===== src/csc_defs.svh =====
// Register map constants for the clock synthesizer configuration bank
`ifndef CSC_DEFS_SVH
`define CSC_DEFS_SVH

// ----------------------------------------
// Register addresses
// ----------------------------------------
`define CSC_ADDR_RAMP 16'h05A6
`define CSC_ADDR_REF_SRC 16'h090E
`define CSC_ADDR_IO_LEVEL 16'h0943
`define CSC_ADDR_IN_BUF 16'h0949
`define CSC_ADDR_IN_ROUTE 16'h094A
`define CSC_ADDR_HYS_LO 16'h094E
`define CSC_ADDR_HYS_HI 16'h094F
`define CSC_ADDR_FB_INT 16'h095E
`define CSC_ADDR_HALF_ADD 16'h0A02
`define CSC_ADDR_DRV_ROUTE 16'h0A03
`define CSC_ADDR_INT_MODE 16'h0A04
`define CSC_ADDR_DIV_POWER 16'h0A05
`define CSC_ADDR_DIV0_FAST 16'h0A14
`define CSC_ADDR_DIV1_FAST 16'h0A1A
`define CSC_ADDR_SCRATCH_A 16'h0B24
`define CSC_ADDR_SCRATCH_B 16'h0B25
`define CSC_ADDR_FRAC_GATE 16'h0B44
`define CSC_ADDR_DIV_CLK_OFF 16'h0B4A

// ----------------------------------------
// Writable bit masks
// ----------------------------------------
`define CSC_MASK_RAMP 8'h0F
`define CSC_MASK_BIT0 8'h01
`define CSC_MASK_BYTE 8'hFF
`define CSC_MASK_NIBBLE 8'h0F
`define CSC_MASK_DIV5 8'h1F
`define CSC_MASK_FAST 8'h08
`define CSC_MASK_FRAC_GATE 8'h2F

// ----------------------------------------
// Reset values
// ----------------------------------------
`define CSC_RST_RAMP 8'h08
`define CSC_RST_ZERO 8'h00

// ----------------------------------------
// Field positions
// ----------------------------------------
`define CSC_RAMP_STEP_HI 2
`define CSC_RAMP_EN_BIT 3
`define CSC_IN_EN_HI 3
`define CSC_IN_PULSED_LO 4
`define CSC_IN_PULSED_HI 7
`define CSC_FAST_BIT 3
`define CSC_FB_GATE_BIT 5
`define CSC_NIB_HI 3
`define CSC_DIV_HI 4

`endif


===== src/csc_pkg.sv =====
// Types shared by the clock synthesizer configuration bank
package csc_pkg;
    typedef logic [15:0] csc_addr_t;
    typedef logic [7:0] csc_byte_t;
    typedef logic [4:0] csc_div_t;
    typedef logic [3:0] csc_in_t;

    typedef struct packed {
        csc_byte_t value;
    } csc_field_state_t;

    typedef struct packed {
        csc_byte_t rdata;
        logic rd_valid;
        logic rd_err;
        logic wr_ack;
        csc_div_t int_pending;
        csc_div_t div_running;
        csc_in_t in_running;
        csc_in_t in_frac_running;
        logic fb_frac_running;
    } csc_bank_state_t;
endpackage


===== src/csc_regs.sv =====
// Configuration register bank of the clock synthesizer
`timescale 1ns/1ps
`include "csc_defs.svh"
module csc_regs (
    input wire logic i_clk,
    input wire logic i_rst,
    input wire logic i_wr_en,
    input wire logic i_rd_en,
    input wire csc_pkg::csc_addr_t i_addr,
    input wire csc_pkg::csc_byte_t i_wdata,
    input wire logic i_soft_reset,
    output csc_pkg::csc_byte_t o_rdata,
    output logic o_rd_valid,
    output logic o_rd_err,
    output logic o_wr_ack,
    output logic o_ramp_switch_en,
    output logic [2:0] o_ramp_step_size,
    output logic o_reference_external_source_sel,
    output logic o_io_level_3v3,
    output csc_pkg::csc_in_t o_input_buffer_en,
    output csc_pkg::csc_in_t o_input_pulsed_cmos,
    output csc_pkg::csc_in_t o_input_to_detector_route,
    output logic [11:0] o_input_hysteresis_cfg,
    output logic o_feedback_integer_mode,
    output csc_pkg::csc_div_t o_output_div_half_add,
    output csc_pkg::csc_div_t o_synth_to_driver_route,
    output csc_pkg::csc_div_t o_output_div_integer_mode,
    output csc_pkg::csc_div_t o_output_div_power_on,
    output logic o_out_div0_fast_range,
    output logic o_out_div1_fast_range,
    output csc_pkg::csc_in_t o_pll_change_scratch_a,
    output csc_pkg::csc_in_t o_pll_change_scratch_b,
    output csc_pkg::csc_in_t o_input_frac_div_clock_off,
    output logic o_feedback_frac_div_clock_off,
    output csc_pkg::csc_div_t o_output_div_clock_off,
    output csc_pkg::csc_div_t o_int_mode_pending,
    output csc_pkg::csc_div_t o_div_running,
    output csc_pkg::csc_in_t o_input_running,
    output csc_pkg::csc_in_t o_input_frac_running,
    output logic o_feedback_frac_running
);
    import csc_pkg::*;

    // ----------------------------------------
    // Register storage
    // ----------------------------------------
    // One byte per mapped address
    csc_byte_t q_ramp;
    csc_byte_t q_ref;
    csc_byte_t q_io;
    csc_byte_t q_in_buf;
    csc_byte_t q_in_route;
    csc_byte_t q_hys_lo;
    csc_byte_t q_hys_hi;
    csc_byte_t q_fb_int;
    csc_byte_t q_half;
    csc_byte_t q_drv_route;
    csc_byte_t q_int_mode;
    csc_byte_t q_power;
    csc_byte_t q_fast0;
    csc_byte_t q_fast1;
    csc_byte_t q_scr_a;
    csc_byte_t q_scr_b;
    csc_byte_t q_frac_gate;
    csc_byte_t q_clk_off;
    logic int_mode_we;

    // Shared by the integer mode field and the pending flags
    assign int_mode_we = i_wr_en && (i_addr == `CSC_ADDR_INT_MODE);

    // ----------------------------------------
    // Device level fields
    // ----------------------------------------
    // Unused bits are dropped inside each field register
    // Ramp step size and ramp enable; enable comes up set
    csc_field_reg #(.MASK(`CSC_MASK_RAMP), .RESET_VAL(`CSC_RST_RAMP)) u_ramp (
        .i_clk(i_clk),
        .i_rst(i_rst),
        .i_we(i_wr_en && (i_addr == `CSC_ADDR_RAMP)),
        .i_wdata(i_wdata),
        .o_q(q_ramp)
    );

    csc_field_reg #(.MASK(`CSC_MASK_BIT0), .RESET_VAL(`CSC_RST_ZERO)) u_ref (
        .i_clk(i_clk),
        .i_rst(i_rst),
        .i_we(i_wr_en && (i_addr == `CSC_ADDR_REF_SRC)),
        .i_wdata(i_wdata),
        .o_q(q_ref)
    );

    csc_field_reg #(.MASK(`CSC_MASK_BIT0), .RESET_VAL(`CSC_RST_ZERO)) u_io (
        .i_clk(i_clk),
        .i_rst(i_rst),
        .i_we(i_wr_en && (i_addr == `CSC_ADDR_IO_LEVEL)),
        .i_wdata(i_wdata),
        .o_q(q_io)
    );

    // ----------------------------------------
    // Clock input and feedback fields
    // ----------------------------------------
    csc_field_reg #(.MASK(`CSC_MASK_BYTE), .RESET_VAL(`CSC_RST_ZERO)) u_in_buf (
        .i_clk(i_clk),
        .i_rst(i_rst),
        .i_we(i_wr_en && (i_addr == `CSC_ADDR_IN_BUF)),
        .i_wdata(i_wdata),
        .o_q(q_in_buf)
    );

    csc_field_reg #(.MASK(`CSC_MASK_NIBBLE), .RESET_VAL(`CSC_RST_ZERO)) u_in_route (
        .i_clk(i_clk),
        .i_rst(i_rst),
        .i_we(i_wr_en && (i_addr == `CSC_ADDR_IN_ROUTE)),
        .i_wdata(i_wdata),
        .o_q(q_in_route)
    );

    csc_field_reg #(.MASK(`CSC_MASK_BYTE), .RESET_VAL(`CSC_RST_ZERO)) u_hys_lo (
        .i_clk(i_clk),
        .i_rst(i_rst),
        .i_we(i_wr_en && (i_addr == `CSC_ADDR_HYS_LO)),
        .i_wdata(i_wdata),
        .o_q(q_hys_lo)
    );

    csc_field_reg #(.MASK(`CSC_MASK_NIBBLE), .RESET_VAL(`CSC_RST_ZERO)) u_hys_hi (
        .i_clk(i_clk),
        .i_rst(i_rst),
        .i_we(i_wr_en && (i_addr == `CSC_ADDR_HYS_HI)),
        .i_wdata(i_wdata),
        .o_q(q_hys_hi)
    );

    csc_field_reg #(.MASK(`CSC_MASK_BIT0), .RESET_VAL(`CSC_RST_ZERO)) u_fb_int (
        .i_clk(i_clk),
        .i_rst(i_rst),
        .i_we(i_wr_en && (i_addr == `CSC_ADDR_FB_INT)),
        .i_wdata(i_wdata),
        .o_q(q_fb_int)
    );

    // ----------------------------------------
    // Output divider fields
    // ----------------------------------------
    csc_field_reg #(.MASK(`CSC_MASK_DIV5), .RESET_VAL(`CSC_RST_ZERO)) u_half (
        .i_clk(i_clk),
        .i_rst(i_rst),
        .i_we(i_wr_en && (i_addr == `CSC_ADDR_HALF_ADD)),
        .i_wdata(i_wdata),
        .o_q(q_half)
    );

    csc_field_reg #(.MASK(`CSC_MASK_DIV5), .RESET_VAL(`CSC_RST_ZERO)) u_drv_route (
        .i_clk(i_clk),
        .i_rst(i_rst),
        .i_we(i_wr_en && (i_addr == `CSC_ADDR_DRV_ROUTE)),
        .i_wdata(i_wdata),
        .o_q(q_drv_route)
    );

    csc_field_reg #(.MASK(`CSC_MASK_DIV5), .RESET_VAL(`CSC_RST_ZERO)) u_int_mode (
        .i_clk(i_clk),
        .i_rst(i_rst),
        .i_we(int_mode_we),
        .i_wdata(i_wdata),
        .o_q(q_int_mode)
    );

    csc_field_reg #(.MASK(`CSC_MASK_DIV5), .RESET_VAL(`CSC_RST_ZERO)) u_power (
        .i_clk(i_clk),
        .i_rst(i_rst),
        .i_we(i_wr_en && (i_addr == `CSC_ADDR_DIV_POWER)),
        .i_wdata(i_wdata),
        .o_q(q_power)
    );

    csc_field_reg #(.MASK(`CSC_MASK_FAST), .RESET_VAL(`CSC_RST_ZERO)) u_fast0 (
        .i_clk(i_clk),
        .i_rst(i_rst),
        .i_we(i_wr_en && (i_addr == `CSC_ADDR_DIV0_FAST)),
        .i_wdata(i_wdata),
        .o_q(q_fast0)
    );

    csc_field_reg #(.MASK(`CSC_MASK_FAST), .RESET_VAL(`CSC_RST_ZERO)) u_fast1 (
        .i_clk(i_clk),
        .i_rst(i_rst),
        .i_we(i_wr_en && (i_addr == `CSC_ADDR_DIV1_FAST)),
        .i_wdata(i_wdata),
        .o_q(q_fast1)
    );

    // ----------------------------------------
    // PLL change and clock gating fields
    // ----------------------------------------
    csc_field_reg #(.MASK(`CSC_MASK_NIBBLE), .RESET_VAL(`CSC_RST_ZERO)) u_scr_a (
        .i_clk(i_clk),
        .i_rst(i_rst),
        .i_we(i_wr_en && (i_addr == `CSC_ADDR_SCRATCH_A)),
        .i_wdata(i_wdata),
        .o_q(q_scr_a)
    );

    csc_field_reg #(.MASK(`CSC_MASK_NIBBLE), .RESET_VAL(`CSC_RST_ZERO)) u_scr_b (
        .i_clk(i_clk),
        .i_rst(i_rst),
        .i_we(i_wr_en && (i_addr == `CSC_ADDR_SCRATCH_B)),
        .i_wdata(i_wdata),
        .o_q(q_scr_b)
    );

    csc_field_reg #(.MASK(`CSC_MASK_FRAC_GATE), .RESET_VAL(`CSC_RST_ZERO)) u_frac_gate (
        .i_clk(i_clk),
        .i_rst(i_rst),
        .i_we(i_wr_en && (i_addr == `CSC_ADDR_FRAC_GATE)),
        .i_wdata(i_wdata),
        .o_q(q_frac_gate)
    );

    csc_field_reg #(.MASK(`CSC_MASK_DIV5), .RESET_VAL(`CSC_RST_ZERO)) u_clk_off (
        .i_clk(i_clk),
        .i_rst(i_rst),
        .i_we(i_wr_en && (i_addr == `CSC_ADDR_DIV_CLK_OFF)),
        .i_wdata(i_wdata),
        .o_q(q_clk_off)
    );

    // ----------------------------------------
    // Integer mode change tracking
    // ----------------------------------------
    csc_div_t int_mode_flip;

    // Bits that a write flips stay flagged until a soft reset
    assign int_mode_flip = int_mode_we ?
        (i_wdata[`CSC_DIV_HI:0] ^ q_int_mode[`CSC_DIV_HI:0]) : '0;

    // ----------------------------------------
    // Read path
    // ----------------------------------------
    csc_byte_t rd_mux;
    logic rd_hit;
    // Read data is registered in the bank state

    always_comb begin
        rd_mux = `CSC_RST_ZERO;
        rd_hit = 1'b1;
        case (i_addr)
            `CSC_ADDR_RAMP: rd_mux = q_ramp;
            `CSC_ADDR_REF_SRC: rd_mux = q_ref;
            `CSC_ADDR_IO_LEVEL: rd_mux = q_io;
            `CSC_ADDR_IN_BUF: rd_mux = q_in_buf;
            `CSC_ADDR_IN_ROUTE: rd_mux = q_in_route;
            `CSC_ADDR_HYS_LO: rd_mux = q_hys_lo;
            `CSC_ADDR_HYS_HI: rd_mux = q_hys_hi;
            `CSC_ADDR_FB_INT: rd_mux = q_fb_int;
            `CSC_ADDR_HALF_ADD: rd_mux = q_half;
            `CSC_ADDR_DRV_ROUTE: rd_mux = q_drv_route;
            `CSC_ADDR_INT_MODE: rd_mux = q_int_mode;
            `CSC_ADDR_DIV_POWER: rd_mux = q_power;
            `CSC_ADDR_DIV0_FAST: rd_mux = q_fast0;
            `CSC_ADDR_DIV1_FAST: rd_mux = q_fast1;
            `CSC_ADDR_SCRATCH_A: rd_mux = q_scr_a;
            `CSC_ADDR_SCRATCH_B: rd_mux = q_scr_b;
            `CSC_ADDR_FRAC_GATE: rd_mux = q_frac_gate;
            `CSC_ADDR_DIV_CLK_OFF: rd_mux = q_clk_off;
            // Unmapped address reads zero and raises the error pulse
            default: rd_hit = 1'b0;
        endcase
    end

    // ----------------------------------------
    // Bank state
    // ----------------------------------------
    csc_bank_state_t state_reg;
    csc_bank_state_t state_next;

    always_comb begin
        state_next = state_reg;
        // Status pulses stand for one cycle
        state_next.rd_valid = i_rd_en;
        state_next.rd_err = i_rd_en && !rd_hit;
        state_next.wr_ack = i_wr_en;
        if (i_rd_en) begin
            state_next.rdata = rd_mux;
        end
        // New change wins over a soft reset in the same cycle
        if (i_soft_reset) begin
            state_next.int_pending = '0;
        end
        state_next.int_pending = state_next.int_pending | int_mode_flip;
        // Divider runs when powered, routed and its digital clock is not off
        state_next.div_running = q_power[`CSC_DIV_HI:0]
            & q_drv_route[`CSC_DIV_HI:0]
            & ~q_clk_off[`CSC_DIV_HI:0];
        // Inputs run while their buffers are enabled
        state_next.in_running = q_in_buf[`CSC_IN_EN_HI:0];
        state_next.in_frac_running = q_in_buf[`CSC_IN_EN_HI:0]
            & ~q_frac_gate[`CSC_NIB_HI:0];
        // Feedback fractional divider runs unless gated
        state_next.fb_frac_running = ~q_frac_gate[`CSC_FB_GATE_BIT];
    end

    always_ff @(posedge i_clk) begin
        if (i_rst) begin
            state_reg <= '0;
        end else begin
            state_reg <= state_next;
        end
    end

    // ----------------------------------------
    // Outputs
    // ----------------------------------------
    assign o_rdata = state_reg.rdata;
    assign o_rd_valid = state_reg.rd_valid;
    assign o_rd_err = state_reg.rd_err;
    assign o_wr_ack = state_reg.wr_ack;
    assign o_int_mode_pending = state_reg.int_pending;
    assign o_div_running = state_reg.div_running;
    assign o_input_running = state_reg.in_running;
    assign o_input_frac_running = state_reg.in_frac_running;
    assign o_feedback_frac_running = state_reg.fb_frac_running;

    // ----------------------------------------
    // Field outputs
    // ----------------------------------------
    assign o_ramp_switch_en = q_ramp[`CSC_RAMP_EN_BIT];
    assign o_ramp_step_size = q_ramp[`CSC_RAMP_STEP_HI:0];
    assign o_reference_external_source_sel = q_ref[0];
    assign o_io_level_3v3 = q_io[0];
    assign o_input_buffer_en = q_in_buf[`CSC_IN_EN_HI:0];
    assign o_input_pulsed_cmos = q_in_buf[`CSC_IN_PULSED_HI:`CSC_IN_PULSED_LO];
    assign o_input_to_detector_route = q_in_route[`CSC_NIB_HI:0];
    assign o_input_hysteresis_cfg = {q_hys_hi[`CSC_NIB_HI:0], q_hys_lo};
    assign o_feedback_integer_mode = q_fb_int[0];
    assign o_output_div_half_add = q_half[`CSC_DIV_HI:0];
    assign o_synth_to_driver_route = q_drv_route[`CSC_DIV_HI:0];
    assign o_output_div_integer_mode = q_int_mode[`CSC_DIV_HI:0];
    assign o_output_div_power_on = q_power[`CSC_DIV_HI:0];
    assign o_out_div0_fast_range = q_fast0[`CSC_FAST_BIT];
    assign o_out_div1_fast_range = q_fast1[`CSC_FAST_BIT];
    assign o_pll_change_scratch_a = q_scr_a[`CSC_NIB_HI:0];
    assign o_pll_change_scratch_b = q_scr_b[`CSC_NIB_HI:0];
    assign o_input_frac_div_clock_off = q_frac_gate[`CSC_NIB_HI:0];
    assign o_feedback_frac_div_clock_off = q_frac_gate[`CSC_FB_GATE_BIT];
    assign o_output_div_clock_off = q_clk_off[`CSC_DIV_HI:0];
endmodule


===== src/csc_field_reg.sv =====
// One byte-wide configuration register with a writable-bit mask
`timescale 1ns/1ps
module csc_field_reg #(
    parameter logic [7:0] MASK = 8'hFF,
    parameter logic [7:0] RESET_VAL = 8'h00
) (
    input wire logic i_clk,
    input wire logic i_rst,
    input wire logic i_we,
    input wire csc_pkg::csc_byte_t i_wdata,
    output csc_pkg::csc_byte_t o_q
);
    import csc_pkg::*;

    csc_field_state_t state_reg;
    csc_field_state_t state_next;

    always_comb begin
        state_next = state_reg;
        if (i_we) begin
            state_next.value = i_wdata & MASK;
        end
    end

    always_ff @(posedge i_clk) begin
        if (i_rst) begin
            state_reg.value <= RESET_VAL & MASK;
        end else begin
            state_reg <= state_next;
        end
    end

    assign o_q = state_reg.value;
endmodule


===== config.mk =====
export PLATFORM = sky130hd
export DESIGN_NAME = csc_regs
export DESIGN_NICKNAME = d
export VERILOG_FILES = /design/src/csc_pkg.sv /design/src/csc_regs.sv /design/src/csc_field_reg.sv
export VERILOG_INCLUDE_DIRS = /design/src
export SDC_FILE = /design/constraint.sdc
export NUM_CORES = 1
export LEC_CHECK = 0
export BUFFER_PORTS_ARGS = -buffer_cell sky130_fd_sc_hd__buf_4
export CAP_MARGIN = 25
export CELL_PAD_IN_SITES_DETAIL_PLACEMENT = 0
export CELL_PAD_IN_SITES_GLOBAL_PLACEMENT = 1
export CORE_MARGIN = 1.5
export CORE_UTILIZATION = 40
export CTS_CLUSTER_DIAMETER = 80
export DETAILED_ROUTE_END_ITERATION = 16
export HOLD_SLACK_MARGIN = 0.12
export PLACE_DENSITY_LB_ADDON = 0.1
export SLEW_MARGIN = 15
export SYNTH_ARGS = -nofsm -noshare
export SYNTH_HDL_FRONTEND = slang
export SYNTH_SLANG_ARGS = --single-unit

===== constraint.sdc =====
create_clock -name i_clk -period 7 [get_ports i_clk]
set_clock_uncertainty 0.05 [all_clocks]
set_input_delay 1.4 -clock i_clk [delete_from_list [all_inputs] [get_ports i_clk]]
set_output_delay 1.4 -clock i_clk [all_outputs]
set_load 0.1 [all_outputs]

==> impl_results.md, run 1 <==
- Number of iterations in the first detailed-routing pass: 6
- Data required, critical path: approximately 7300 ps
- # resized after CTS: 0
- Capturing point of the worst reg2reg path: o_rdata[0]$_SDFFE_PP0P_
- CTS Buf Count: 9
- Max-cap violation count: 0
- Met2 demand-to-capacity share in global routing: between 40% and 50%
- Effective utilization at floorplan: roughly two fifths
- Gp weighted congestion: about 0.92
- Slew HR: about a third
- Leakage power: between 2 and 2.5 nW
- Detailed-route via count: between 4000 and 5000
- Clock latency reported for the late side of the worst-skew pair: between 300 and 400 ps
- Result of the run: finished clean
- Maximum VDD drop: ~0.11 mV
- Routed Antenna Nets: 0
- Unrepaired setup endpoints after global routing: false
- Largest driver fanout on the critical path: 15
- Gate power share: under 10%
- Total grt overflow: 0
- Most common library cell in the layout ignoring fill and taps: sky130_fd_sc_hd__buf_4
- Hold buffers post-CTS: 0
- Async S/R FF share, synth: 0%
- Synth top area cells: sky130_fd_sc_hd__dfxtp_1 45%, sky130_fd_sc_hd__nand2_1 7.3%, sky130_fd_sc_hd__a21oi_1 7.1%, sky130_fd_sc_hd__nand3_1 6.6%, sky130_fd_sc_hd__nor2_1 2.9%
- Seq pwr share: 53.4%
- Post-CTS clock slew at the launch and capture registers of the worst setup and hold paths: 100 ps
- Final hold violations: 0
- Vias in the first global route: ~4200
- Iteration-0 DRC Markers: roughly 420
- Met3 track demand over resource: under 10%
- Worst setup path category: in2reg
- Number of max-slew violations in the final report: 0
- Register-to-register path setup slack: just over 5000 ps
- Number of storage elements in the synthesis netlist: between 100 and 150
- TritonCTS clock tree: done
- Worst endpoint data arrival time: ~4200 ps
- Placeable core region: around 11000 um^2
- TNS Setup: 0 ps
- Nets in the synthesized netlist: 576
- Start point of the worst min-delay path: o_rdata[0]$_SDFFE_PP0P_
- Internal power consumption: slightly above 0.8 mW
- Number of enable-type register cells in the synthesized netlist: 0
- Maximum clock insertion buffer count: 2
- Final HPWL from detailed placement: ~11 mm
- Cells on worst reg2reg path: 6
- WL final: about 15 mm
- Clock Tree Root: sky130_fd_sc_hd__clkbuf_8
- Sinks on the clock net: just over 100
- R2R Path Start: u_ref.o_q[0]$_SDFFE_PP0P_
- Grt met1 use: between 30% and 40%
- Cell depth of the worst hold path: 2
- Cell taking the most area after synthesis: sky130_fd_sc_hd__dfxtp_1
- # port buffers: around 130
- Leading cell types in the layout, fill and taps excluded: 129 x sky130_fd_sc_hd__buf_4, 101 x sky130_fd_sc_hd__dfxtp_1, 87 x sky130_fd_sc_hd__nand2_1
- Power per standard cell area: roughly 190 nW/um^2
- Final-report setup violation count: 0
- Post-CTS setup buffers: 0
- Overall track demand over capacity in global routing: between 20% and 30%
- Cells after synthesis: ~550
- Switching power: between 0.2 and 0.3 mW
- Die X-Extent: roughly 110 um
- Count of pins on the block boundary: 130
- Mean cell area of the mapped netlist: just over 8 um^2
- Synthesized area: about 4500 um^2
- Total Die Area: around 12000 um^2
- Number of warnings issued by yosys: 0
- Nature of the critical path startpoint: input port
- Predominant post-synthesis flop cell: sky130_fd_sc_hd__dfxtp_1
- FP Rows: 38
- Net count of the finished layout: 670
- Share of cells above drive strength 1: between 20% and 30%
- Tmin final: between 3000 and 4000 ps
- FMAX: around 250 MHz
- Floorplan die height: 108.9 um
- Area added between synthesis and finish: 26.08%
- # DRC: 0
- Sequential element share of the synthesized area: between 40% and 50%
- Element type at the critical path end: flop
- Count of cell types in the netlist: between 50 and 60
- Classification of the worst-slack hold path: reg2reg
- End of the worst hold path: o_rdata[0]$_SDFFE_PP0P_
- Fin crit share: 56.35%
- Antenna fix cells: 0
- Most Used Layer, Global Route: met2
- Maximum number of pins on one net before global-route repair: a little under 100
- Switching share of total power: ~26%
- Initial antenna violation count: 0
- DR WL/cell: roughly 20 um
- Clock share of power: between 30% and 40%
- Max H-tree Level: 3
- Worst Max-Slew Pin Slew: 999.9 ps
- Filler cells: around 1100
- Top cell type's share of synthesized area: between 40% and 50%
- Overall power after layout: approximately 1.1 mW
- Wire length of the first global-routing pass: about 24 mm
- Drt via density: about 5.8
==> flip-flops by register name, indices dropped and copies added (netlist names), 5 cells and up <==
name,cells
u_in_buf.o_q,8
o_div_running,5
u_power.o_q,5
u_drv_route.o_q,5
u_half.o_q,5
o_rdata,8
u_int_mode.o_q,5
u_clk_off.o_q,5
u_hys_lo.o_q,8
u_frac_gate.o_q,5
o_int_mode_pending,5
==> area by class of cell <==
| class | count | area [um^2] | area share [%] |
|---|---|---|---|
| repair buffers | 130 | 973.4 | 17.21 |
| clock buffers | 10 | 127.6 | 2.257 |
| inverters | 5 | 18.77 | 0.3319 |
| well taps | 140 | 175.2 | 3.097 |
| flip-flops and latches | 101 | 2022 | 35.75 |
| multi-input cells | 394 | 2245 | 39.69 |
| clock inverters | 6 | 93.84 | 1.659 |
==> power groups by stage <==
stage	clock network (mW)	logic [mW]	registers (mW)
after floorplan	0	0.0327	0.612
after global placement	0	0.0858	0.592
after detailed placement	0	0.0854	0.592
after CTS	0.427	0.0856	0.579
after global routing	0.455	0.0909	0.579
final	0.418	0.0863	0.578
==> critical path, cell delays in order <==
cell,delay (ps)
sky130_fd_sc_hd__buf_4,100
sky130_fd_sc_hd__or4_1,820
sky130_fd_sc_hd__nor2_1,440
sky130_fd_sc_hd__and2_1,560
sky130_fd_sc_hd__nand2_1,430
sky130_fd_sc_hd__o21ai_0,290
sky130_fd_sc_hd__o21a_1,150
==> worst max path at each step <==
| stage | startpoint | end | slack [ps] | cells past startpoint |
|---|---|---|---|---|
| 6_report | i_addr[13] | u_in_buf.o_q[2]$_SDFFE_PP0P_ | 3060 | 7 |
| 5_1_grt | i_addr[4] | u_in_buf.o_q[2]$_SDFFE_PP0P_ | 2800 | 7 |
| 4_1_cts | i_addr[4] | u_in_buf.o_q[2]$_SDFFE_PP0P_ | 3010 | 7 |
| 3_5_place_dp | i_addr[4] | u_in_buf.o_q[2]$_SDFFE_PP0P_ | 2610 | 7 |
| 3_3_place_gp | i_addr[13] | u_clk_off.o_q[1]$_SDFFE_PP0P_ | 2370 | 7 |
| 2_1_floorplan | i_addr[13] | o_rdata[2]$_SDFFE_PP0P_ | 3510 | 7 |
==> per-stage QoR <==
step / cell area [um^2] / setup WS, ps / cells / util, % / hold WS, ps
after floorplan: 4486 / 3509 / 547 / - / 415.2
after CTS: 5655 / 3010 / 786 / 51.94 / 429.1
final: 5655 / 3055 / 786 / 51.94 / 426.3
after detailed placement: 5434 / 2614 / 770 / 49.91 / 412.6
after global placement: 5429 / 2370 / 769 / 49.86 / 404.0
after global routing: 5655 / 2800 / 786 / 51.94 / 459.5
==> synthesized netlist by cell type (5+ instances only) <==
master,count
sky130_fd_sc_hd__buf_2,6
sky130_fd_sc_hd__a21oi_1,64
sky130_fd_sc_hd__nand3_1,59
sky130_fd_sc_hd__nor3_1,15
sky130_fd_sc_hd__nand2_1,87
sky130_fd_sc_hd__clkbuf_1,34
sky130_fd_sc_hd__xor2_1,5
sky130_fd_sc_hd__a22oi_1,5
sky130_fd_sc_hd__nor2b_1,6
sky130_fd_sc_hd__dfxtp_1,101
sky130_fd_sc_hd__nor2_1,35
sky130_fd_sc_hd__nand2b_1,8
sky130_fd_sc_hd__nor4bb_1,5
sky130_fd_sc_hd__nor4_1,8
sky130_fd_sc_hd__and3_1,11
sky130_fd_sc_hd__mux2i_1,11
sky130_fd_sc_hd__and2_1,8
sky130_fd_sc_hd__a211oi_1,6
==> layer usage <==
layer,up-vias,routed length [um]
met4,0,240
li1,2138,-
met2,192,6950
met5,-,0
met3,19,1022
met1,2173,7261
==> cells by family after synthesis <==
family,after synthesis,synth area share (%)
buf+inv,52,4.881
simple gates,268,30.91
compound gates,110,15.70
xor+xnor,5,0.9762
flops,101,45.08
mux,11,2.455
Power figures use the tool's default switching activity.
==> inputs of run 2 (changes only) <==
- CORE_UTILIZATION: 40 -> 37
- clock period: 7 -> 3.8 ns (I/O delays scaled with it)
==> run 2 against run 1 <==
  * First-iteration DRC count decreased by 16%
  * Global-route usage decreased by 2.6 points
  * Register-to-register slack worse by 3100 ps
  * Design area rose by 2.7%
  * Critical path type unchanged
  * Largest power group unchanged
==> impl_results.md, run 2 (synthesis results as in run 1) <==
- Clock latency reported for the late side of the worst-skew pair: 360 ps (was 370 ps)
- CTS Buf Count: 9 (unchanged)
- Register-to-register path setup slack: 1950 ps (was 5090 ps)
- Classification of the worst-slack hold path: reg2reg (unchanged)
- Cells on worst reg2reg path: 6 (unchanged)
- Clock Tree Root: sky130_fd_sc_hd__clkbuf_16 (was sky130_fd_sc_hd__clkbuf_8)
- Final hold violations: 0 (unchanged)
- Crit path setup slack, layout: 822.4 ps (was 3055 ps)
- R2R Path Start: u_ref.o_q[0]$_SDFFE_PP0P_ (unchanged)
- Net count of the finished layout: 680 (was 670)
- Effective utilization at floorplan: 37.66% (was 41.20%)
- Maximum clock insertion buffer count: 2 (unchanged)
- Maximum VDD drop: 0.1584 mV (was 0.1068 mV)
- FP Rows: 40 (was 38)
- Total grt overflow: 0 (unchanged)
- Share of cells above drive strength 1: 25.15% (was 23.84%)
- Tmin final: 2978 ps
- Slew HR: 44.64% (was 33.34%)
- FMAX: approximately 340 MHz
- Placement Setup Slack: 450.1 ps (was 2614 ps)
- Iteration-0 DRC Markers: 354 (was 422)
- Final HPWL from detailed placement: 10.90 mm (was 11.06 mm)
- Power per standard cell area: 364.8 nW/um^2 (was 191.4 nW/um^2)
- Area added between synthesis and finish: 29.51% (was 26.08%)
- Element type at the critical path end: flop (unchanged)
- Wire length of the first global-routing pass: 23.82 mm (was 23.88 mm)
- Die X-Extent: 113.1 um (was 108.9 um)
- Floorplan die height: 113.1 um (was 108.9 um)
- Antenna fix cells: 0 (unchanged)
- Detailed-route via count: 4519 (was 4522)
- Worst Max-Slew Pin Slew: 822.8 ps (was 999.9 ps)
- Capturing point of the worst reg2reg path: o_rdata[0]$_SDFFE_PP0P_ (unchanged)
- # resized after CTS: 0 (unchanged)
- Vias in the first global route: 4124 (was 4203)
- Number of max-slew violations in the final report: 0 (unchanged)
- Max-cap violation count: 0 (unchanged)
- Worst endpoint data arrival time: 3190 ps (was 4220 ps)
- Number of iterations in the first detailed-routing pass: 6 (unchanged)
- TritonCTS clock tree: done (unchanged)
- Initial antenna violation count: 0 (unchanged)
- Unrepaired setup endpoints after global routing: false (unchanged)
- Final-report setup violation count: 0 (unchanged)
- Filler cells: 1193 (was 1074)
- Drt via density: 5.628 (was 5.753)
- # port buffers: 129 (unchanged)
- Gp weighted congestion: 0.8838 (was 0.9176)
- Routed Antenna Nets: 0 (unchanged)
- WL final: 15.31 mm (was 15.47 mm)
- TNS Setup: 0 ps (unchanged)
- Fin crit share: just under 80%
- Hold buffers post-CTS: 0 (unchanged)
- Placeable core region: 11910 um^2 (was 10890 um^2)
- Maximum number of pins on one net before global-route repair: 75 (was 99)
- Sinks on the clock net: 101 (unchanged)
- Count of pins on the block boundary: 130 (unchanged)
- Leakage power: 2.342 nW (was 2.265 nW)
- Max H-tree Level: 3 (unchanged)
- Leading cell types in the layout, fill and taps excluded: 140 x sky130_fd_sc_hd__buf_4, 101 x sky130_fd_sc_hd__dfxtp_1, 87 x sky130_fd_sc_hd__nand2_1 (was 129 x sky130_fd_sc_hd__buf_4, 101 x sky130_fd_sc_hd__dfxtp_1, 87 x sky130_fd_sc_hd__nand2_1)
- Nature of the critical path startpoint: input port (unchanged)
- Largest driver fanout on the critical path: 15 (unchanged)
- Launch point of the critical path: i_addr[13] (unchanged)
- DR WL/cell: 19.06 um (was 19.69 um)
- # DRC: 0 (unchanged)
- Overall track demand over capacity in global routing: 24.18% (was 26.82%)
- Post-CTS setup buffers: 0 (unchanged)
- Most common library cell in the layout ignoring fill and taps: sky130_fd_sc_hd__buf_4 (unchanged)
- Post-CTS clock slew at the launch and capture registers of the worst setup and hold paths: 70 ps (was 100 ps)
- Crit path to: o_rdata[2]$_SDFFE_PP0P_ (was u_in_buf.o_q[2]$_SDFFE_PP0P_)
- Result of the run: finished clean (unchanged)
- Worst setup path category: in2reg (unchanged)
- Data required, critical path: 4010 ps (was 7270 ps)
- Total Die Area: 12790 um^2 (was 11860 um^2)
==> run 2: changes by cell type in the layout (fill, tap and decap cells not counted), sizes merged <==
| cell | previous run | this run |
|---|---|---|
| buf | 130 | 140 |
| inv | 6 | 4 |
| clkinvlp | 0 | 2 |
| clkinv | 3 | 5 |
| bufinv | 2 | 0 |
==> run 2: critical path, cell delays in order <==
cell                       delay (ps)
sky130_fd_sc_hd__buf_4            100
sky130_fd_sc_hd__or4_1            800
sky130_fd_sc_hd__or4_4            610
sky130_fd_sc_hd__nor3_4           420
sky130_fd_sc_hd__a22oi_2           70
sky130_fd_sc_hd__and4b_1          210
sky130_fd_sc_hd__a211oi_1         200
==> run 2: per-layer routing <==
metal	vias up	GRT usage [%]	part of all wire (%)	wire length [um]
li1	2171	-	-	-
met1	2148	34.06	45	6964
met2	181	38.30	46	7110
met3	19	4.017	6.8	1040
met4	0	6.917	1.2	191
met5	-	0	0	0
==> run 2: worst min path at each step <==
| stage | startpoint | to | slack, ps | cells after the start |
|---|---|---|---|---|
| final | u_in_buf.o_q[7]$_SDFFE_PP0P_ | u_in_buf.o_q[7]$_SDFFE_PP0P_ | 420 | 2 |
| after global placement | u_half.o_q[1]$_SDFFE_PP0P_ | u_half.o_q[1]$_SDFFE_PP0P_ | 410 | 2 |
| after detailed placement | u_frac_gate.o_q[1]$_SDFFE_PP0P_ | o_input_frac_running[1]$_SDFF_PP0_ | 410 | 1 |
| after CTS | u_in_buf.o_q[7]$_SDFFE_PP0P_ | u_in_buf.o_q[7]$_SDFFE_PP0P_ | 420 | 2 |
| after floorplan | u_in_buf.o_q[0]$_SDFFE_PP0P_ | o_input_running[0]$_SDFF_PP0_ | 420 | 2 |
| after global routing | u_frac_gate.o_q[1]$_SDFFE_PP0P_ | o_input_frac_running[1]$_SDFF_PP0_ | 440 | 1 |
==> run 2: final cells by class <==
cell class / instances / area, um^2 / area share (%)
clock buffer: 10 / 239.0 / 4.114
clock inverter: 6 / 50.05 / 0.8615
inverter: 5 / 18.77 / 0.3231
multi-input combinational: 394 / 2245 / 38.64
sequential: 101 / 2022 / 34.81
tap: 147 / 183.9 / 3.166
timing repair buffer: 140 / 1051 / 18.09
==> run 2: through the flow <==
stage	cells	instance area [um^2]	total power, mW	hold WS (ps)	utilization (%)
2_1_floorplan	547	4486	1.188	415.2	-
3_3_place_gp	787	5520	1.249	410.9	46.34
3_5_place_dp	787	5520	1.250	409.2	46.34
4_1_cts	803	5809	2.132	421.5	48.77
5_1_grt	803	5809	2.185	440.7	48.77
6_report	803	5809	2.119	419.7	48.77
==> run 2: report_power, final <==
group	switching, mW	total, mW	internal [mW]
sequential	0.00265	1.07	1.06
combinational	0.118	0.160	0.0415
clock	0.428	0.894	0.467
